<file path="src/rtl/wptc_pkg.sv">
// Package: constants, register map and state types of the wake pin turns counter.
// Assumes a 100 MHz system clock; the RTL modules and the testbench import it whole.
package wptc_pkg;

	// ------------------------------------------------------------
	// Timing
	// ------------------------------------------------------------
	localparam int CLK_PERIOD_NS   = 10;
	localparam int SERIAL_IDLE_US  = 64;
	localparam int AWAKE_TIME_US   = 160;
	localparam int SLEEP_BASE_US   = 8192;
	localparam int SERIAL_IDLE_CYC = (SERIAL_IDLE_US * 1000 + CLK_PERIOD_NS - 1) / CLK_PERIOD_NS;
	localparam int AWAKE_TIME_CYC  = (AWAKE_TIME_US * 1000) / CLK_PERIOD_NS;
	localparam int SLEEP_BASE_CYC  = (SLEEP_BASE_US * 1000) / CLK_PERIOD_NS;

	// ------------------------------------------------------------
	// Register map (byte addresses; two registers given by word index)
	// ------------------------------------------------------------
	localparam logic [7:0] IDX_CMD      = 8'h1E;
	localparam logic [7:0] IDX_WARN     = 8'h26;
	localparam logic [7:0] ADDR_CFG     = 8'h00;
	localparam logic [7:0] ADDR_TALLY   = 8'h04;
	localparam logic [7:0] ADDR_IRQ_ST  = 8'h08;
	localparam logic [7:0] ADDR_IRQ_MSK = 8'h0C;
	localparam logic [7:0] ADDR_CMD     = 8'(IDX_CMD * 4);
	localparam logic [7:0] ADDR_WARN    = 8'(IDX_WARN * 4);

	// Configuration fields
	localparam int CFG_RISE_LSB  = 0;
	localparam int CFG_HYS_LSB   = 4;
	localparam int CFG_STEP45    = 6;
	localparam int CFG_LPM_EN    = 7;
	localparam int CFG_SLEEP_LSB = 8;
	localparam int CFG_VEL_LSB   = 16;
	localparam logic [31:0] CFG_RESET = 32'h0200_00C0;

	// Command and warning fields
	localparam logic [3:0] CMD_TC_RESET = 4'h2;
	localparam int WARN_SAT_BIT  = 0;
	localparam int WARN_JUMP_BIT = 3;

	// Interrupt status bits
	localparam int IRQ_SAT  = 0;
	localparam int IRQ_JUMP = 1;
	localparam int IRQ_WAKE = 2;
	localparam int IRQ_W    = 3;

	// ------------------------------------------------------------
	// Wake comparator levels in mV
	// ------------------------------------------------------------
	localparam logic [9:0] WAKE_RISE_BASE_MV = 10'h12C;
	localparam logic [9:0] WAKE_RISE_STEP_MV = 10'h032;
	localparam logic [9:0] WAKE_FALL_MIN_MV  = 10'h064;
	localparam logic [9:0] HYS_MV0           = 10'h032;
	localparam logic [9:0] HYS_MV1           = 10'h096;
	localparam logic [9:0] HYS_MV2           = 10'h12C;
	localparam logic [9:0] HYS_MV3           = 10'h190;

	// ------------------------------------------------------------
	// Turns counting: 12-bit angle, 45 deg = 512 codes
	// ------------------------------------------------------------
	localparam logic [11:0] JUMP_LIMIT = 12'h600;
	localparam logic [21:0] POS_MAX    = 22'h0F_FFFF;
	localparam logic [21:0] POS_MIN    = 22'h30_0000;

	typedef enum logic [1:0] {WPTC_NORMAL, WPTC_AWAKE, WPTC_SLEEP} wptc_lpm_e;

endpackage

</file>
<file path="src/rtl/wptc_tc_if.sv">
// Interface: link between the low-power control and the turns accumulator.
// Assumes both ends share one clock.
`timescale 1ns/10ps
interface wptc_tc_if;
	logic        sample;
	logic [11:0] angle;
	logic        step45;
	logic        clr;
	logic [11:0] count;
	logic [11:0] delta_mag;
	logic        sat;
	logic        jump;
	logic        sat_ev;
	logic        jump_ev;
	modport ctrl (output sample, angle, step45, clr,
		input count, delta_mag, sat, jump, sat_ev, jump_ev);
	modport acc  (input sample, angle, step45, clr,
		output count, delta_mag, sat, jump, sat_ev, jump_ev);
endinterface

</file>
<file path="src/rtl/wptc_top.sv">
// Top: low-power wake control, turns tally and AXI4-Lite register slave.
// Assumes a 100 MHz clock; serial pins and the wake code are asynchronous.
//
// Contract
// RULE_01: Wake above rising level forces awake state
// RULE_02: Wake held high keeps device awake
// RULE_03: No angle output; continuous tally while wake held
// RULE_04: Rising level 300 to 650 mV, 50 mV steps
// RULE_05: Hysteresis 50/150/300/400 mV, falling floor 100 mV
// RULE_06: Count in 45 or 180 degree steps
// RULE_07: Tally saturates at mode limits
// RULE_08: Saturation flag sticky until tally reset
// RULE_09: Each sample adds change from previous sample
// RULE_10: Change of 180 or more counts reversed
// RULE_11: Change over 135 degrees sets step flag
// RULE_12: Reset command restarts tally at current angle
// RULE_13: Host idles serial pins 64 us for low power
// RULE_14: Sleep only when slow and wake low
// RULE_15: Sleep ends on timer or wake
// RULE_16: Sleep period programmable 8.192 to 524 ms
// RULE_17: Step flag sticky until tally reset
`timescale 1ns/10ps
module wptc_top import wptc_pkg::*; #(
	parameter int IDLE_CYC   = SERIAL_IDLE_CYC,
	parameter int AWAKE_CYC  = AWAKE_TIME_CYC,
	parameter int SLEEP_UNIT = SLEEP_BASE_CYC
) (
	input  wire logic        clk_i,
	input  wire logic        reset_n_i,
	input  wire logic [7:0]  s_axi_awaddr_i,
	input  wire logic        s_axi_awvalid_i,
	output logic             s_axi_awready_o,
	input  wire logic [31:0] s_axi_wdata_i,
	input  wire logic [3:0]  s_axi_wstrb_i,
	input  wire logic        s_axi_wvalid_i,
	output logic             s_axi_wready_o,
	output logic [1:0]       s_axi_bresp_o,
	output logic             s_axi_bvalid_o,
	input  wire logic        s_axi_bready_i,
	input  wire logic [7:0]  s_axi_araddr_i,
	input  wire logic        s_axi_arvalid_i,
	output logic             s_axi_arready_o,
	output logic [31:0]      s_axi_rdata_o,
	output logic [1:0]       s_axi_rresp_o,
	output logic             s_axi_rvalid_o,
	input  wire logic        s_axi_rready_i,
	input  wire logic        rx_data_i,
	input  wire logic        ser_clk_i,
	input  wire logic        sel_n_i,
	input  wire logic [9:0]  wake_mv_i,
	input  wire logic [11:0] low_power_angle_path_i,
	input  wire logic        angle_strobe_i,
	output logic             path_on_o,
	output logic [11:0]      angle_o,
	output logic             angle_valid_o,
	output logic             lpm_o,
	output logic             irq_o
);
	// ------------------------------------------------------------
	// State
	// ------------------------------------------------------------
	typedef struct packed {
		logic               awready;
		logic               wready;
		logic               bvalid;
		logic [1:0]         bresp;
		logic               aw_got;
		logic               w_got;
		logic [7:0]         aw_addr;
		logic [31:0]        wdata;
		logic [3:0]         wstrb;
		logic               arready;
		logic               rvalid;
		logic [1:0]         rresp;
		logic [31:0]        rdata;
		logic [31:0]        cfg;
		logic [IRQ_W-1:0]   irq_st;
		logic [IRQ_W-1:0]   irq_msk;
		logic               irq;
		logic               tc_clr;
		logic [2:0]         ser_s1;
		logic [2:0]         ser_s2;
		logic [15:0]        idle_cnt;
		wptc_lpm_e          lpm;
		logic [31:0]        lpm_cnt;
		logic               fast;
		logic               smp_d;
		logic               path_on;
		logic               lpm_on;
		logic [11:0]        angle;
		logic               angle_valid;
	} wptc_top_s;

	wptc_top_s   s;
	wptc_top_s   next_s;
	logic        wake_high;
	logic        wake_rise;
	logic        serial_idle;
	logic [31:0] sleep_cyc;
	logic [31:0] rd;
	logic        rd_ok;

	wptc_tc_if tc ();

	wptc_wake_cmp u_wake (
		.clk_i      (clk_i),
		.reset_n_i  (reset_n_i),
		.wake_mv_i  (wake_mv_i),
		.rise_sel_i (s.cfg[CFG_RISE_LSB +: 3]),
		.hys_sel_i  (s.cfg[CFG_HYS_LSB +: 2]),
		.high_o     (wake_high),
		.rise_o     (wake_rise)
	);

	wptc_turns u_turns (
		.clk_i     (clk_i),
		.reset_n_i (reset_n_i),
		.tc        (tc.acc)
	);

	// Samples only count while the low-power path is powered
	assign tc.sample = angle_strobe_i && s.path_on; // [RULE_09]
	assign tc.angle  = low_power_angle_path_i;
	assign tc.step45 = s.cfg[CFG_STEP45];
	assign tc.clr    = s.tc_clr;

	// ------------------------------------------------------------
	// Next state
	// ------------------------------------------------------------
	always_comb begin
		next_s      = s;
		serial_idle = (s.ser_s2 == 3'h0);
		sleep_cyc   = 32'(int'(s.cfg[CFG_SLEEP_LSB +: 6]) + 1) * 32'(SLEEP_UNIT); // [RULE_16]
		rd          = 32'h0000_0000;
		rd_ok       = 1'b1;

		// Pin synchronisers
		next_s.ser_s1 = {rx_data_i, ser_clk_i, sel_n_i};
		next_s.ser_s2 = s.ser_s1;

		// AXI write channel
		next_s.tc_clr = 1'b0;
		if (s_axi_awvalid_i && s.awready) begin
			next_s.aw_got  = 1'b1;
			next_s.aw_addr = s_axi_awaddr_i;
		end
		if (s_axi_wvalid_i && s.wready) begin
			next_s.w_got = 1'b1;
			next_s.wdata = s_axi_wdata_i;
			next_s.wstrb = s_axi_wstrb_i;
		end
		if (s.bvalid && s_axi_bready_i) begin
			next_s.bvalid = 1'b0;
		end
		if (s.aw_got && s.w_got && !s.bvalid) begin
			next_s.aw_got = 1'b0;
			next_s.w_got  = 1'b0;
			next_s.bvalid = 1'b1;
			next_s.bresp  = 2'h0;
			case (s.aw_addr)
				ADDR_CFG: begin
					for (int b = 0; b < 4; b++) begin
						if (s.wstrb[b]) begin
							next_s.cfg[b*8 +: 8] = s.wdata[b*8 +: 8];
						end
					end
				end
				ADDR_IRQ_ST: begin
					if (s.wstrb[0]) begin
						next_s.irq_st = s.irq_st & ~s.wdata[IRQ_W-1:0];
					end
				end
				ADDR_IRQ_MSK: begin
					if (s.wstrb[0]) begin
						next_s.irq_msk = s.wdata[IRQ_W-1:0];
					end
				end
				ADDR_CMD: begin
					next_s.tc_clr = s.wstrb[0] && (s.wdata[3:0] == CMD_TC_RESET); // [RULE_12]
				end
				ADDR_TALLY, ADDR_WARN: begin
					next_s.bresp = 2'h0;
				end
				default: begin
					next_s.bresp = 2'h3;
				end
			endcase
		end
		next_s.awready = !next_s.aw_got && !next_s.bvalid;
		next_s.wready  = !next_s.w_got && !next_s.bvalid;

		// AXI read channel
		case (s_axi_araddr_i)
			ADDR_CFG:     rd = s.cfg;
			ADDR_TALLY:   rd = {13'h0000, wake_high, s.lpm, 4'h0, tc.count};
			ADDR_IRQ_ST:  rd = {29'h0000_0000, s.irq_st};
			ADDR_IRQ_MSK: rd = {29'h0000_0000, s.irq_msk};
			ADDR_CMD:     rd = 32'h0000_0000;
			ADDR_WARN: begin
				rd[WARN_SAT_BIT]  = tc.sat; // [RULE_08]
				rd[WARN_JUMP_BIT] = tc.jump; // [RULE_11]
			end
			default:      rd_ok = 1'b0;
		endcase
		if (s.rvalid && s_axi_rready_i) begin
			next_s.rvalid = 1'b0;
		end
		if (s_axi_arvalid_i && s.arready) begin
			next_s.rvalid = 1'b1;
			next_s.rdata  = rd;
			next_s.rresp  = rd_ok ? 2'h0 : 2'h3;
		end
		next_s.arready = !next_s.rvalid;

		// Interrupts: set wins over a same-cycle clear
		next_s.irq_st[IRQ_SAT]  = next_s.irq_st[IRQ_SAT] || tc.sat_ev;
		next_s.irq_st[IRQ_JUMP] = next_s.irq_st[IRQ_JUMP] || tc.jump_ev;
		next_s.irq_st[IRQ_WAKE] = next_s.irq_st[IRQ_WAKE] || (wake_rise && s.lpm != WPTC_NORMAL);
		next_s.irq = |(next_s.irq_st & next_s.irq_msk);

		// Low-power sequencing
		if (!serial_idle) begin
			next_s.idle_cnt = '0;
		end else if (s.idle_cnt < 16'(IDLE_CYC)) begin
			next_s.idle_cnt = s.idle_cnt + 16'h0001;
		end
		// Magnitude is registered, so judge it one cycle after its sample
		next_s.smp_d = tc.sample;
		if (s.smp_d && tc.delta_mag > s.cfg[CFG_VEL_LSB +: 12]) begin // [RULE_14]
			next_s.fast = 1'b1;
		end
		next_s.lpm_cnt = s.lpm_cnt + 32'h0000_0001;
		case (s.lpm)
			WPTC_NORMAL: begin
				if (s.cfg[CFG_LPM_EN] && s.idle_cnt >= 16'(IDLE_CYC)) begin // [RULE_13]
					next_s.lpm     = WPTC_AWAKE;
					next_s.lpm_cnt = '0;
					next_s.fast    = 1'b0;
				end
			end
			WPTC_AWAKE: begin
				if (s.lpm_cnt >= 32'(AWAKE_CYC - 1)) begin
					next_s.lpm_cnt = '0;
					next_s.fast    = 1'b0;
					// Held wake keeps the path sampling back to back
					if (!wake_high && !s.fast) begin // [RULE_02] [RULE_14]
						next_s.lpm = WPTC_SLEEP;
					end
				end
			end
			WPTC_SLEEP: begin
				if (wake_high || s.lpm_cnt >= sleep_cyc - 32'h0000_0001) begin // [RULE_01] [RULE_15]
					next_s.lpm     = WPTC_AWAKE;
					next_s.lpm_cnt = '0;
					next_s.fast    = 1'b0;
				end
			end
			default: begin
				next_s.lpm = WPTC_NORMAL;
			end
		endcase
		if (!serial_idle || !s.cfg[CFG_LPM_EN]) begin
			next_s.lpm = WPTC_NORMAL;
		end
		next_s.path_on = next_s.lpm != WPTC_SLEEP;
		next_s.lpm_on  = next_s.lpm != WPTC_NORMAL;

		// Angle output only in normal operation
		next_s.angle_valid = 1'b0;
		if (s.lpm == WPTC_NORMAL && angle_strobe_i) begin // [RULE_03]
			next_s.angle       = low_power_angle_path_i;
			next_s.angle_valid = 1'b1;
		end
	end

	always_ff @(posedge clk_i or negedge reset_n_i) begin
		if (!reset_n_i) begin
			s         <= '0;
			s.cfg     <= CFG_RESET;
			s.lpm     <= WPTC_NORMAL;
			s.path_on <= 1'b1;
		end else begin
			s <= next_s;
		end
	end

	// ------------------------------------------------------------
	// Outputs
	// ------------------------------------------------------------
	assign s_axi_awready_o = s.awready;
	assign s_axi_wready_o  = s.wready;
	assign s_axi_bresp_o   = s.bresp;
	assign s_axi_bvalid_o  = s.bvalid;
	assign s_axi_arready_o = s.arready;
	assign s_axi_rdata_o   = s.rdata;
	assign s_axi_rresp_o   = s.rresp;
	assign s_axi_rvalid_o  = s.rvalid;
	assign path_on_o       = s.path_on;
	assign angle_o         = s.angle;
	assign angle_valid_o   = s.angle_valid;
	assign lpm_o           = s.lpm_on;
	assign irq_o           = s.irq;

	// ------------------------------------------------------------
	// Checks
	// ------------------------------------------------------------
	AST_WAKE_EXIT: assert property (@(posedge clk_i) disable iff (!reset_n_i) // [RULE_01]
		s.lpm == WPTC_SLEEP && wake_high && serial_idle && s.cfg[CFG_LPM_EN]
		|=> s.lpm == WPTC_AWAKE ##1 path_on_o)
		else $error("wake did not end sleep");
	AST_WAKE_HOLD: assert property (@(posedge clk_i) disable iff (!reset_n_i) // [RULE_02]
		s.lpm == WPTC_AWAKE && wake_high |=> s.lpm != WPTC_SLEEP)
		else $error("slept with wake high");
	AST_NO_ANGLE: assert property (@(posedge clk_i) disable iff (!reset_n_i) // [RULE_03]
		angle_valid_o |-> $past(s.lpm) == WPTC_NORMAL)
		else $error("angle produced in low power");
	AST_SLEEP_COND: assert property (@(posedge clk_i) disable iff (!reset_n_i) // [RULE_14]
		s.lpm == WPTC_AWAKE ##1 s.lpm == WPTC_SLEEP |-> !$past(wake_high) && !$past(s.fast))
		else $error("sleep entered while fast or wake high");
	AST_SLEEP_LEN: assert property (@(posedge clk_i) disable iff (!reset_n_i) // [RULE_15]
		s.lpm == WPTC_SLEEP |-> s.lpm_cnt < sleep_cyc)
		else $error("sleep overran its period");
	AST_IDLE_ENTRY: assert property (@(posedge clk_i) disable iff (!reset_n_i) // [RULE_13]
		$past(s.lpm) == WPTC_NORMAL && s.lpm == WPTC_AWAKE |-> $past(s.idle_cnt) >= IDLE_CYC)
		else $error("low power entered early");
	AST_IRQ: assert property (@(posedge clk_i) disable iff (!reset_n_i)
		irq_o == |(s.irq_st & s.irq_msk))
		else $error("interrupt level mismatch");
	COV_SLEEP: cover property (@(posedge clk_i) disable iff (!reset_n_i)
		s.lpm == WPTC_AWAKE ##1 s.lpm == WPTC_SLEEP);
	COV_WAKE: cover property (@(posedge clk_i) disable iff (!reset_n_i)
		s.lpm == WPTC_SLEEP && wake_high);
	COV_CLR: cover property (@(posedge clk_i) disable iff (!reset_n_i) s.tc_clr);
endmodule

</file>
<file path="src/rtl/wptc_wake_cmp.sv">
// Wake input comparator with programmable rising level and hysteresis.
// Assumes wake_mv_i is a converter code in mV from another domain.
`timescale 1ns/10ps
module wptc_wake_cmp import wptc_pkg::*; (
	input  wire logic       clk_i,
	input  wire logic       reset_n_i,
	input  wire logic [9:0] wake_mv_i,
	input  wire logic [2:0] rise_sel_i,
	input  wire logic [1:0] hys_sel_i,
	output logic            high_o,
	output logic            rise_o
);
	typedef struct packed {
		logic [9:0] s1;
		logic [9:0] s2;
		logic       high;
		logic       rise;
	} wptc_wk_s;

	wptc_wk_s   s;
	wptc_wk_s   next_s;
	logic [9:0] rise_mv;
	logic [9:0] hys_mv;
	logic [9:0] fall_mv;

	// Code may tear across the sync; a single bad sample past a level flips high at once
	always_comb begin
		rise_mv = WAKE_RISE_BASE_MV + 10'(rise_sel_i * WAKE_RISE_STEP_MV); // [RULE_04]
		case (hys_sel_i)
			2'h0:    hys_mv = HYS_MV0;
			2'h1:    hys_mv = HYS_MV1;
			2'h2:    hys_mv = HYS_MV2;
			default: hys_mv = HYS_MV3;
		endcase
		fall_mv = (rise_mv < hys_mv + WAKE_FALL_MIN_MV) ? WAKE_FALL_MIN_MV
			: rise_mv - hys_mv; // [RULE_05]
		next_s    = s;
		next_s.s1 = wake_mv_i;
		next_s.s2 = s.s1;
		if (!s.high && s.s2 > rise_mv) begin
			next_s.high = 1'b1;
		end else if (s.high && s.s2 < fall_mv) begin
			next_s.high = 1'b0;
		end
		next_s.rise = next_s.high && !s.high;
	end

	always_ff @(posedge clk_i or negedge reset_n_i) begin
		if (!reset_n_i) begin
			s <= '0;
		end else begin
			s <= next_s;
		end
	end

	assign high_o = s.high;
	assign rise_o = s.rise;

	AST_WK_RISE: assert property (@(posedge clk_i) disable iff (!reset_n_i) // [RULE_04]
		$rose(s.high) |-> $past(s.s2) > $past(rise_mv))
		else $error("wake rose below rising level");
	AST_WK_FALL: assert property (@(posedge clk_i) disable iff (!reset_n_i) // [RULE_05]
		$fell(s.high) |-> ($past(s.s2) < $past(fall_mv) && $past(fall_mv) >= WAKE_FALL_MIN_MV))
		else $error("wake fell above falling level");
endmodule

</file>
<file path="src/rtl/wptc_turns.sv">
// Turns accumulator: signed tally from successive low-power angles.
// Assumes samples arrive as one-cycle strobes on the shared clock.
`timescale 1ns/10ps
module wptc_turns import wptc_pkg::*; (
	input wire logic clk_i,
	input wire logic reset_n_i,
	wptc_tc_if.acc   tc
);
	typedef struct packed {
		logic signed [21:0] pos;
		logic [11:0]        prev;
		logic [11:0]        mag;
		logic               primed;
		logic               sat;
		logic               jump;
		logic               sat_ev;
		logic               jump_ev;
	} wptc_tc_s;

	wptc_tc_s           s;
	wptc_tc_s           next_s;
	logic signed [11:0] delta;
	logic signed [22:0] sum;
	logic               set_sat;
	logic               set_jump;

	always_comb begin
		next_s   = s;
		delta    = signed'(tc.angle - s.prev); // [RULE_10]
		sum      = 23'(s.pos) + 23'(delta);
		set_sat  = 1'b0;
		set_jump = 1'b0;
		next_s.sat_ev  = 1'b0;
		next_s.jump_ev = 1'b0;
		if (tc.clr) begin
			next_s.pos    = '0; // [RULE_12]
			next_s.prev   = tc.angle;
			next_s.primed = 1'b1;
		end else if (tc.sample) begin // [RULE_09]
			next_s.prev   = tc.angle;
			next_s.primed = 1'b1;
			if (s.primed) begin
				next_s.mag = delta[11] ? 12'(-delta) : 12'(delta);
				set_jump   = next_s.mag > JUMP_LIMIT; // [RULE_11]
				if (sum > 23'(signed'(POS_MAX))) begin
					next_s.pos = POS_MAX; // [RULE_07]
					set_sat    = 1'b1;
				end else if (sum < 23'(signed'(POS_MIN))) begin
					next_s.pos = POS_MIN;
					set_sat    = 1'b1;
				end else begin
					next_s.pos = sum[21:0];
				end
			end
		end
		// Clear wins: a sample in the clearing cycle is dropped and sets no flag
		next_s.sat  = (s.sat && !tc.clr) || set_sat; // [RULE_08]
		next_s.jump = (s.jump && !tc.clr) || set_jump; // [RULE_17]
		next_s.sat_ev  = set_sat;
		next_s.jump_ev = set_jump;
	end

	always_ff @(posedge clk_i or negedge reset_n_i) begin
		if (!reset_n_i) begin
			s <= '0;
		end else begin
			s <= next_s;
		end
	end

	// Same limit in both modes: only the scale differs
	assign tc.count     = tc.step45 ? s.pos[20:9] : {{2{s.pos[21]}}, s.pos[20:11]}; // [RULE_06]
	assign tc.delta_mag = s.mag;
	assign tc.sat       = s.sat;
	assign tc.jump      = s.jump;
	assign tc.sat_ev    = s.sat_ev;
	assign tc.jump_ev   = s.jump_ev;

	AST_TC_LIMIT: assert property (@(posedge clk_i) disable iff (!reset_n_i) // [RULE_07]
		(s.pos <= signed'(POS_MAX)) && (s.pos >= signed'(POS_MIN)))
		else $error("tally beyond limit");
	AST_TC_STICKY: assert property (@(posedge clk_i) disable iff (!reset_n_i) // [RULE_08]
		s.sat && !tc.clr |=> s.sat)
		else $error("saturation flag dropped without reset");
	AST_TC_JUMP: assert property (@(posedge clk_i) disable iff (!reset_n_i) // [RULE_11]
		tc.sample && !tc.clr && s.primed && (delta > 12'sd1536 || delta < -12'sd1536)
		|=> s.jump && s.jump_ev)
		else $error("large step not flagged");
	AST_TC_CLR: assert property (@(posedge clk_i) disable iff (!reset_n_i) // [RULE_12]
		tc.clr |=> (s.pos == 0) && (s.prev == $past(tc.angle)))
		else $error("tally not restarted at current angle");
	COV_TC_SAT: cover property (@(posedge clk_i) disable iff (!reset_n_i) $rose(s.sat));
endmodule

</file>
<file path="config.mk">
export PLATFORM = sky130hd
export DESIGN_NAME = wptc_top
export DESIGN_NICKNAME = d
export VERILOG_FILES = /design/src/rtl/wptc_pkg.sv /design/src/rtl/wptc_tc_if.sv /design/src/rtl/wptc_top.sv /design/src/rtl/wptc_wake_cmp.sv /design/src/rtl/wptc_turns.sv
export SDC_FILE = /design/constraint.sdc
export NUM_CORES = 1
export LEC_CHECK = 0
export ABC_AREA = 1
export BUFFER_PORTS_ARGS = -buffer_cell sky130_fd_sc_hd__buf_2
export CELL_PAD_IN_SITES_DETAIL_PLACEMENT = 1
export CELL_PAD_IN_SITES_GLOBAL_PLACEMENT = 1
export CORE_MARGIN = 3
export CORE_UTILIZATION = 25
export CTS_BUF_LIST = sky130_fd_sc_hd__clkbuf_8
export DETAILED_ROUTE_END_ITERATION = 16
export GPL_ROUTABILITY_DRIVEN = 0
export GPL_TIMING_DRIVEN = 1
export MAX_ROUTING_LAYER = met4
export PLACE_DENSITY = 0.48
export RECOVER_POWER = 50
export SYNTH_ARGS = -nofsm -noshare
export SYNTH_HDL_FRONTEND = slang
export SYNTH_SLANG_ARGS = --single-unit
export TNS_END_PERCENT = 100
</file>
<file path="constraint.sdc">
create_clock -name clk_i -period 14.9 [get_ports clk_i]
set_input_delay 2.98 -clock clk_i [delete_from_list [all_inputs] [get_ports clk_i]]
set_output_delay 2.98 -clock clk_i [all_outputs]
set_load 0.02 [all_outputs]
</file>
# --- Yosys cells after proc, flatten, opt, wreduce, memory -nomap -nowiden ---
# Index checks and enable logic that the tools add are counted.
classes:
  n_addsub: 10
  mul: 2
  n_div: 0
  magnitude_cmp: 11
  n_eq_ne: 17
  n_shift: 0
  n_mux: 52
  bitwise_logic: 4
  n_reduce_logical: 56
ops:
  columns: ["cell", "count"]
  rows:
  - ["$mux 35", 4]
  - ["$pmux 33 s3", 1]
  - ["$mux 22", 3]
  - ["$pmux 28 s2", 1]
  - ["$mux 47", 1]
  - ["$mux 12", 3]
  - ["$mux 34", 1]
  - ["$add 32x1->32 const B", 1]
  - ["$eq 8x4->1 const B", 4]
  - ["$ge 32x14->1 const B", 1]
  - ["$ge 32x32->1", 1]
  - ["$mux 16", 2]
  - ["$sub 27x1->28 const B", 1]
  - ["$pmux 9 s3", 1]
  - ["$add 22x12->23", 1]
  - ["$gt 23x21->1 const B", 1]
  - ["$lt 23x21->1 const B", 1]
  - ["$logic_and 1x1->1", 21]
  - ["$lt 10x10->1", 2]
  - ["$mux 1", 20]
  - ["$add 16x1->16 const B", 1]
  - ["$eq 8x3->1 const B", 2]
  - ["$eq 8x7->1 const B", 2]
  - ["$eq 8x8->1 const B", 2]
  - ["other kinds (40)", 74]
totals:
  reg_bits: 273
  latch_bits: 0
  mem_bits_rw: 0
  rom_bits: 0
  inputBits: 85
  output_inout_bits: 57
  wordCells: 196
  memories: 0

# --- Longest topological paths before layout ---
logic_depth:
  word_depth: 10
  mapped_depth: 34
  ltp_nobuf: 34

# --- Cells and area by module ---
# Synthesis repeated with hierarchy kept, for this count alone.
unflattened:
  cells_unflattened: 2241
  hier_area_um2: 17277.8
modules_own_cells:
  columns: ["mod", "n_inst", "cells_each", "area_each_um2"]
  rows:
  - ["wptc_top", 1, 1265, 10620.2]
  - ["wptc_turns", 1, 748, 4795.8]
  - ["wptc_wake_cmp", 1, 228, 1861.8]

# --- Worst setup path after synthesis ---
# OpenSTA, ideal clock, no wires.
synth_path:
  kind: "input port to flip-flop"
  from: "in low_power_angle_path_i[2]"
  to: "reg u_turns.s[31] in the netlist's numbering"
  setup_time_ns: 0.117
  t_arrival_ns: 5.650
  required_time_ns: 14.783
  slack_ns: 9.133
  path_stages: 24
  n_path_buf: 2
  cell_sequence: "ha_1 -> nand2_1 -> nand2_1 -> inv_2 -> nand2_1 -> nand3_2 -> nand3_1 -> nand2_2 -> nand2_4 -> buf_6 -> ha_1 -> nand2_1 -> inv_1 -> a21oi_2 -> nor2_1 -> nor3_1 -> nand3_1 -> nand2_1 -> nand2_1 -> o21ai_2 -> buf_4 -> nand2_1 -> nand2_1 -> nand2_1"
synth_via:
  elab_chain_len: 8
synth_rtl:
  columns: ["item", "line", "text"]
  rows:
  - ["from (decl)", "wptc_top.sv:51", "input wire logic [11:0] low_power_angle_path_i,"]
  - ["$sub 12x12->12 (*)", "wptc_turns.sv:29", "delta = signed'(tc.angle - s.prev);"]
  - ["$add 22x12->23 (*)", "wptc_turns.sv:30", "sum = 23'(s.pos) + 23'(delta);"]
  - ["$lt 23x21->1", "wptc_turns.sv:48", "end else if (sum < 23'(signed'(POS_MIN))) begin"]
  - ["$mux 22", "wptc_turns.sv:48", null]
  - ["$mux 22 (*)", "wptc_turns.sv:45", "if (sum > 23'(signed'(POS_MAX))) begin"]
  - ["$mux 22 (*)", "wptc_turns.sv:42", "if (s.primed) begin"]
  - ["$mux 47 (*)", "wptc_turns.sv:39", "end else if (tc.sample) begin"]
  - ["$mux 34 (*)", "wptc_turns.sv:35", "if (tc.clr) begin"]
  - ["to (signal assigned)", "wptc_turns.sv:67", "s <= next_s;"]
  - ["to (decl)", "wptc_turns.sv:20", "wptc_tc_s s;"]
# Mark *: on every way between the ends. The rest lies on a longest branch, timed or not. The select of a mux whose other input is x is not followed.
# A chain may end at the register's enable or synchronous reset.

==> impl_metrics.env <==
export IMPL_hold_start="u_wake.next_s[8]"
export IMPL_clockBufferDepth=3
export IMPL_ctsHoldBuffers=0
export IMPL_nFillCells=8029
export IMPL_grt_max_degree=94
export IMPL_drtIter0Drc=477
export IMPL_die_w_um=264.3
export IMPL_cp_slowest_cell="clkbuf_1"
export IMPL_ant_nets=0
export IMPL_cp_required_ps=14910
export IMPL_synthCells=2097
export IMPL_powerDensity_mw_per_mm2=172.6
export IMPL_layout_min_cycle_time_ps=9115
export IMPL_slowest_delay_ps=3550
export IMPL_ys_types=55
export IMPL_cts_tree="yes"
export IMPL_r2r_slack_ps=8530
export IMPL_crit_path_cell_trace="clkbuf_1, clkbuf_1"
export IMPL_ys_warn_count=0
export IMPL_status="complete, but fails checks"
export IMPL_cp_common_cell="clkbuf_1"
export IMPL_hold_path_class="flip-flop to flip-flop"
export IMPL_max_freq_mhz=109.7
export IMPL_vias_per_cell=4.474
export IMPL_routed_wl_mm=52.08
export IMPL_tightest_slew_ps=5158
export IMPL_coreArea_mm2=0.06586
export IMPL_slew_headroom_pct=-243.9
export IMPL_violations="capacitance limit, slew limit"
export IMPL_crit_type="input pin to asynchronous set/reset pin"
export IMPL_synth_seq_cells=271
export IMPL_start_util_pct=25.32
export IMPL_cp_end_kind="asynchronous set/reset pin"
export IMPL_r2r_cells=27
export IMPL_syn_avg_cell_area_um2=7.952
export IMPL_synth_main_ff_cell="dfrtp_1"
export IMPL_dieArea_mm2=0.06984
export IMPL_fin_worst_skew_ps=33.58
export IMPL_r2r_end="s[38]"
export IMPL_htree_levels=2
export IMPL_cts_buffers=54
export IMPL_setup_tns_ps=0
export IMPL_rows=94
export IMPL_cts_sinks=271
export IMPL_numPortBuffers=141
export IMPL_post_cts_buffers=0
export IMPL_seq_area_frac_synth_pct=40.70
export IMPL_insertion_delay_ps=670
export IMPL_path_delay_family="buffers and inverters"
export IMPL_worstPathArrival_ps=9130
export IMPL_overflow=0
export IMPL_drive_above_1_share_pct=13.68
export IMPL_drc=0
export IMPL_grt_total_usage_pct=15.42
export IMPL_synth_edf_count=0
export IMPL_io_pins=142
export IMPL_power_uw=3292
export IMPL_hold_depth=0
export IMPL_cts_resized=0
export IMPL_cts_root_buf="clkbuf_8"
export IMPL_vias=13985
export IMPL_fp_dieH_um=264.3
export IMPL_max_cap_violations=5
export IMPL_syn_to_final_growth_pct=14.38
export IMPL_hold_end="u_wake.s[8]"
export IMPL_dp_hpwl_mm=39.76
export IMPL_min_period_over_period_pct=61.18
export IMPL_ir_drop_uv=63.77
export IMPL_hold_viol=0
export IMPL_fin_nets=2442
export IMPL_synthArstFlopShare_pct=100.0
export IMPL_final_setup_viol_count=0
export IMPL_rsz0062_at_grt="false"
export IMPL_synth_area_mm2=0.01668
export IMPL_clkTransAtPathRegs_ps=60
export IMPL_path_buf_inv=2
export IMPL_grt_pass1_vias=15166
export IMPL_firstDrtPassIters=4
export IMPL_p_leak_uw=0.009660
export IMPL_antenna_found_initial=4
export IMPL_grt_first_pass_wirelength_mm=83.94
export IMPL_start_kind="input pin"
export IMPL_synth_nets=2325
export IMPL_timing_rr_start="s[90]"
export IMPL_cp_max_fo=93
export IMPL_avgRoutedWirePerCell_um=16.66
export IMPL_drv_slew=322
cells by family (layout without fill, tap and decap cells):
group	count (synthesis)	after routing	share of synthesized area, %
DFF	271	271	40.70
and+or+nand+nor	942	942	24.71
AOI/OAI and AO/OA	304	304	10.17
adders and majority gates	143	143	10.95
buffers and inverters	363	525	9.581
xor gates and xnor gates	74	74	3.887
other	0	3	0
area by class of cell:
type / count / area [um2] / area share (%)
Timing Repair Buffer: 151 / 755.7 / 3.962
Multi-Input combinational cell: 1463 / 8295 / 43.49
Clock inverter: 39 / 270.3 / 1.417
Inverter: 273 / 1025 / 5.372
Tap cell: 864 / 1081 / 5.667
Antenna cell: 3 / 7.507 / 0.03936
Sequential cell: 271 / 6787 / 35.58
Clock buffer: 62 / 853.3 / 4.474
Yosys cell counts (23+ instances only):
library cell | n | share of area [%]
a21oi_1 | 95 | 2.9
buf_4 | 50 | 2.3
clkbuf_1 | 28 | 0.63
dfrtp_1 | 267 | 40
ha_1 | 138 | 10
inv_1 | 266 | 6.0
nand2_1 | 577 | 13
nand3_1 | 102 | 3.1
nor2_1 | 123 | 2.8
nor2_2 | 38 | 1.4
nor3_1 | 26 | 0.78
o21ai_0 | 135 | 4.1
xnor2_1 | 23 | 1.2
xor2_1 | 51 | 2.7
how the worst max path moves through the flow:
stage                               from              to  slack (ps)  depth (start not counted)
3_5_place_dp   low_power_angle_path_i[0]  u_turns.tc.sat        7840                         21
6_report                       reset_n_i   u_turns.s[21]        5780                          2
5_1_grt                        reset_n_i   u_turns.s[21]        4360                          2
3_3_place_gp   low_power_angle_path_i[0]  u_turns.tc.sat        7950                         21
4_1_cts                            s[90]           s[38]        8400                         27
2_1_floorplan  low_power_angle_path_i[2]   u_turns.s[31]        9130                         24
layer usage:
| layer | GRT usage, % | share of wire (%) | vias up |
|---|---|---|---|
| met3 | 2.403 | 3.4 | 62 |
| met5 | - | 0 | - |
| met4 | 3.453 | 1.7 | 0 |
| li1 | - | - | 6964 |
| met1 | 19.68 | 47 | 6803 |
| met2 | 25.78 | 48 | 156 |
sequential cells by signal, summed over array words and instances, names as in the netlist, 3 cells and up:
| register | flops |
|---|---|
| u_turns.tc.delta_mag | 12 |
| u_turns.s | 35 |
| s_axi_rdata_o | 32 |
| s | 139 |
| next_s | 3 |
| u_wake.s | 10 |
| u_wake.next_s | 10 |
| angle_o | 12 |
stage by stage:
step	util (%)	cell area, um2	setup slack, ps	hold slack (ps)	std cells
after floorplan	-	16680	9133	331.2	2097
after detailed placement	27.31	17980	7844	336.3	3022
after global placement	27.31	17980	7947	335.1	3022
after CTS	29.01	19110	8400	348.7	3123
final	28.96	19070	5785	341.5	3126
after global routing	28.95	19070	4357	351.6	3124
layout by cell type (no fill, tap or decap), types with 22 or more instances in the layout:
master / n
xnor2_1: 23
clkbuf_8: 62
buf_2: 139
nand2_1: 576
nor2_1: 122
o21ai_0: 135
nor3_1: 25
nand3_1: 102
nand4_1: 22
a21oi_1: 95
inv_1: 287
ha_1: 138
xor2_1: 51
nor2_2: 39
dfrtp_1: 267
power breakdown:
part	internal, uW	switching [uW]	total (uW)
clock network	436	364	801
registers	893	108	1000
logic	524	966	1490
total	1850	1440	3290
No activity file was read; power rests on OpenSTA's default activity.
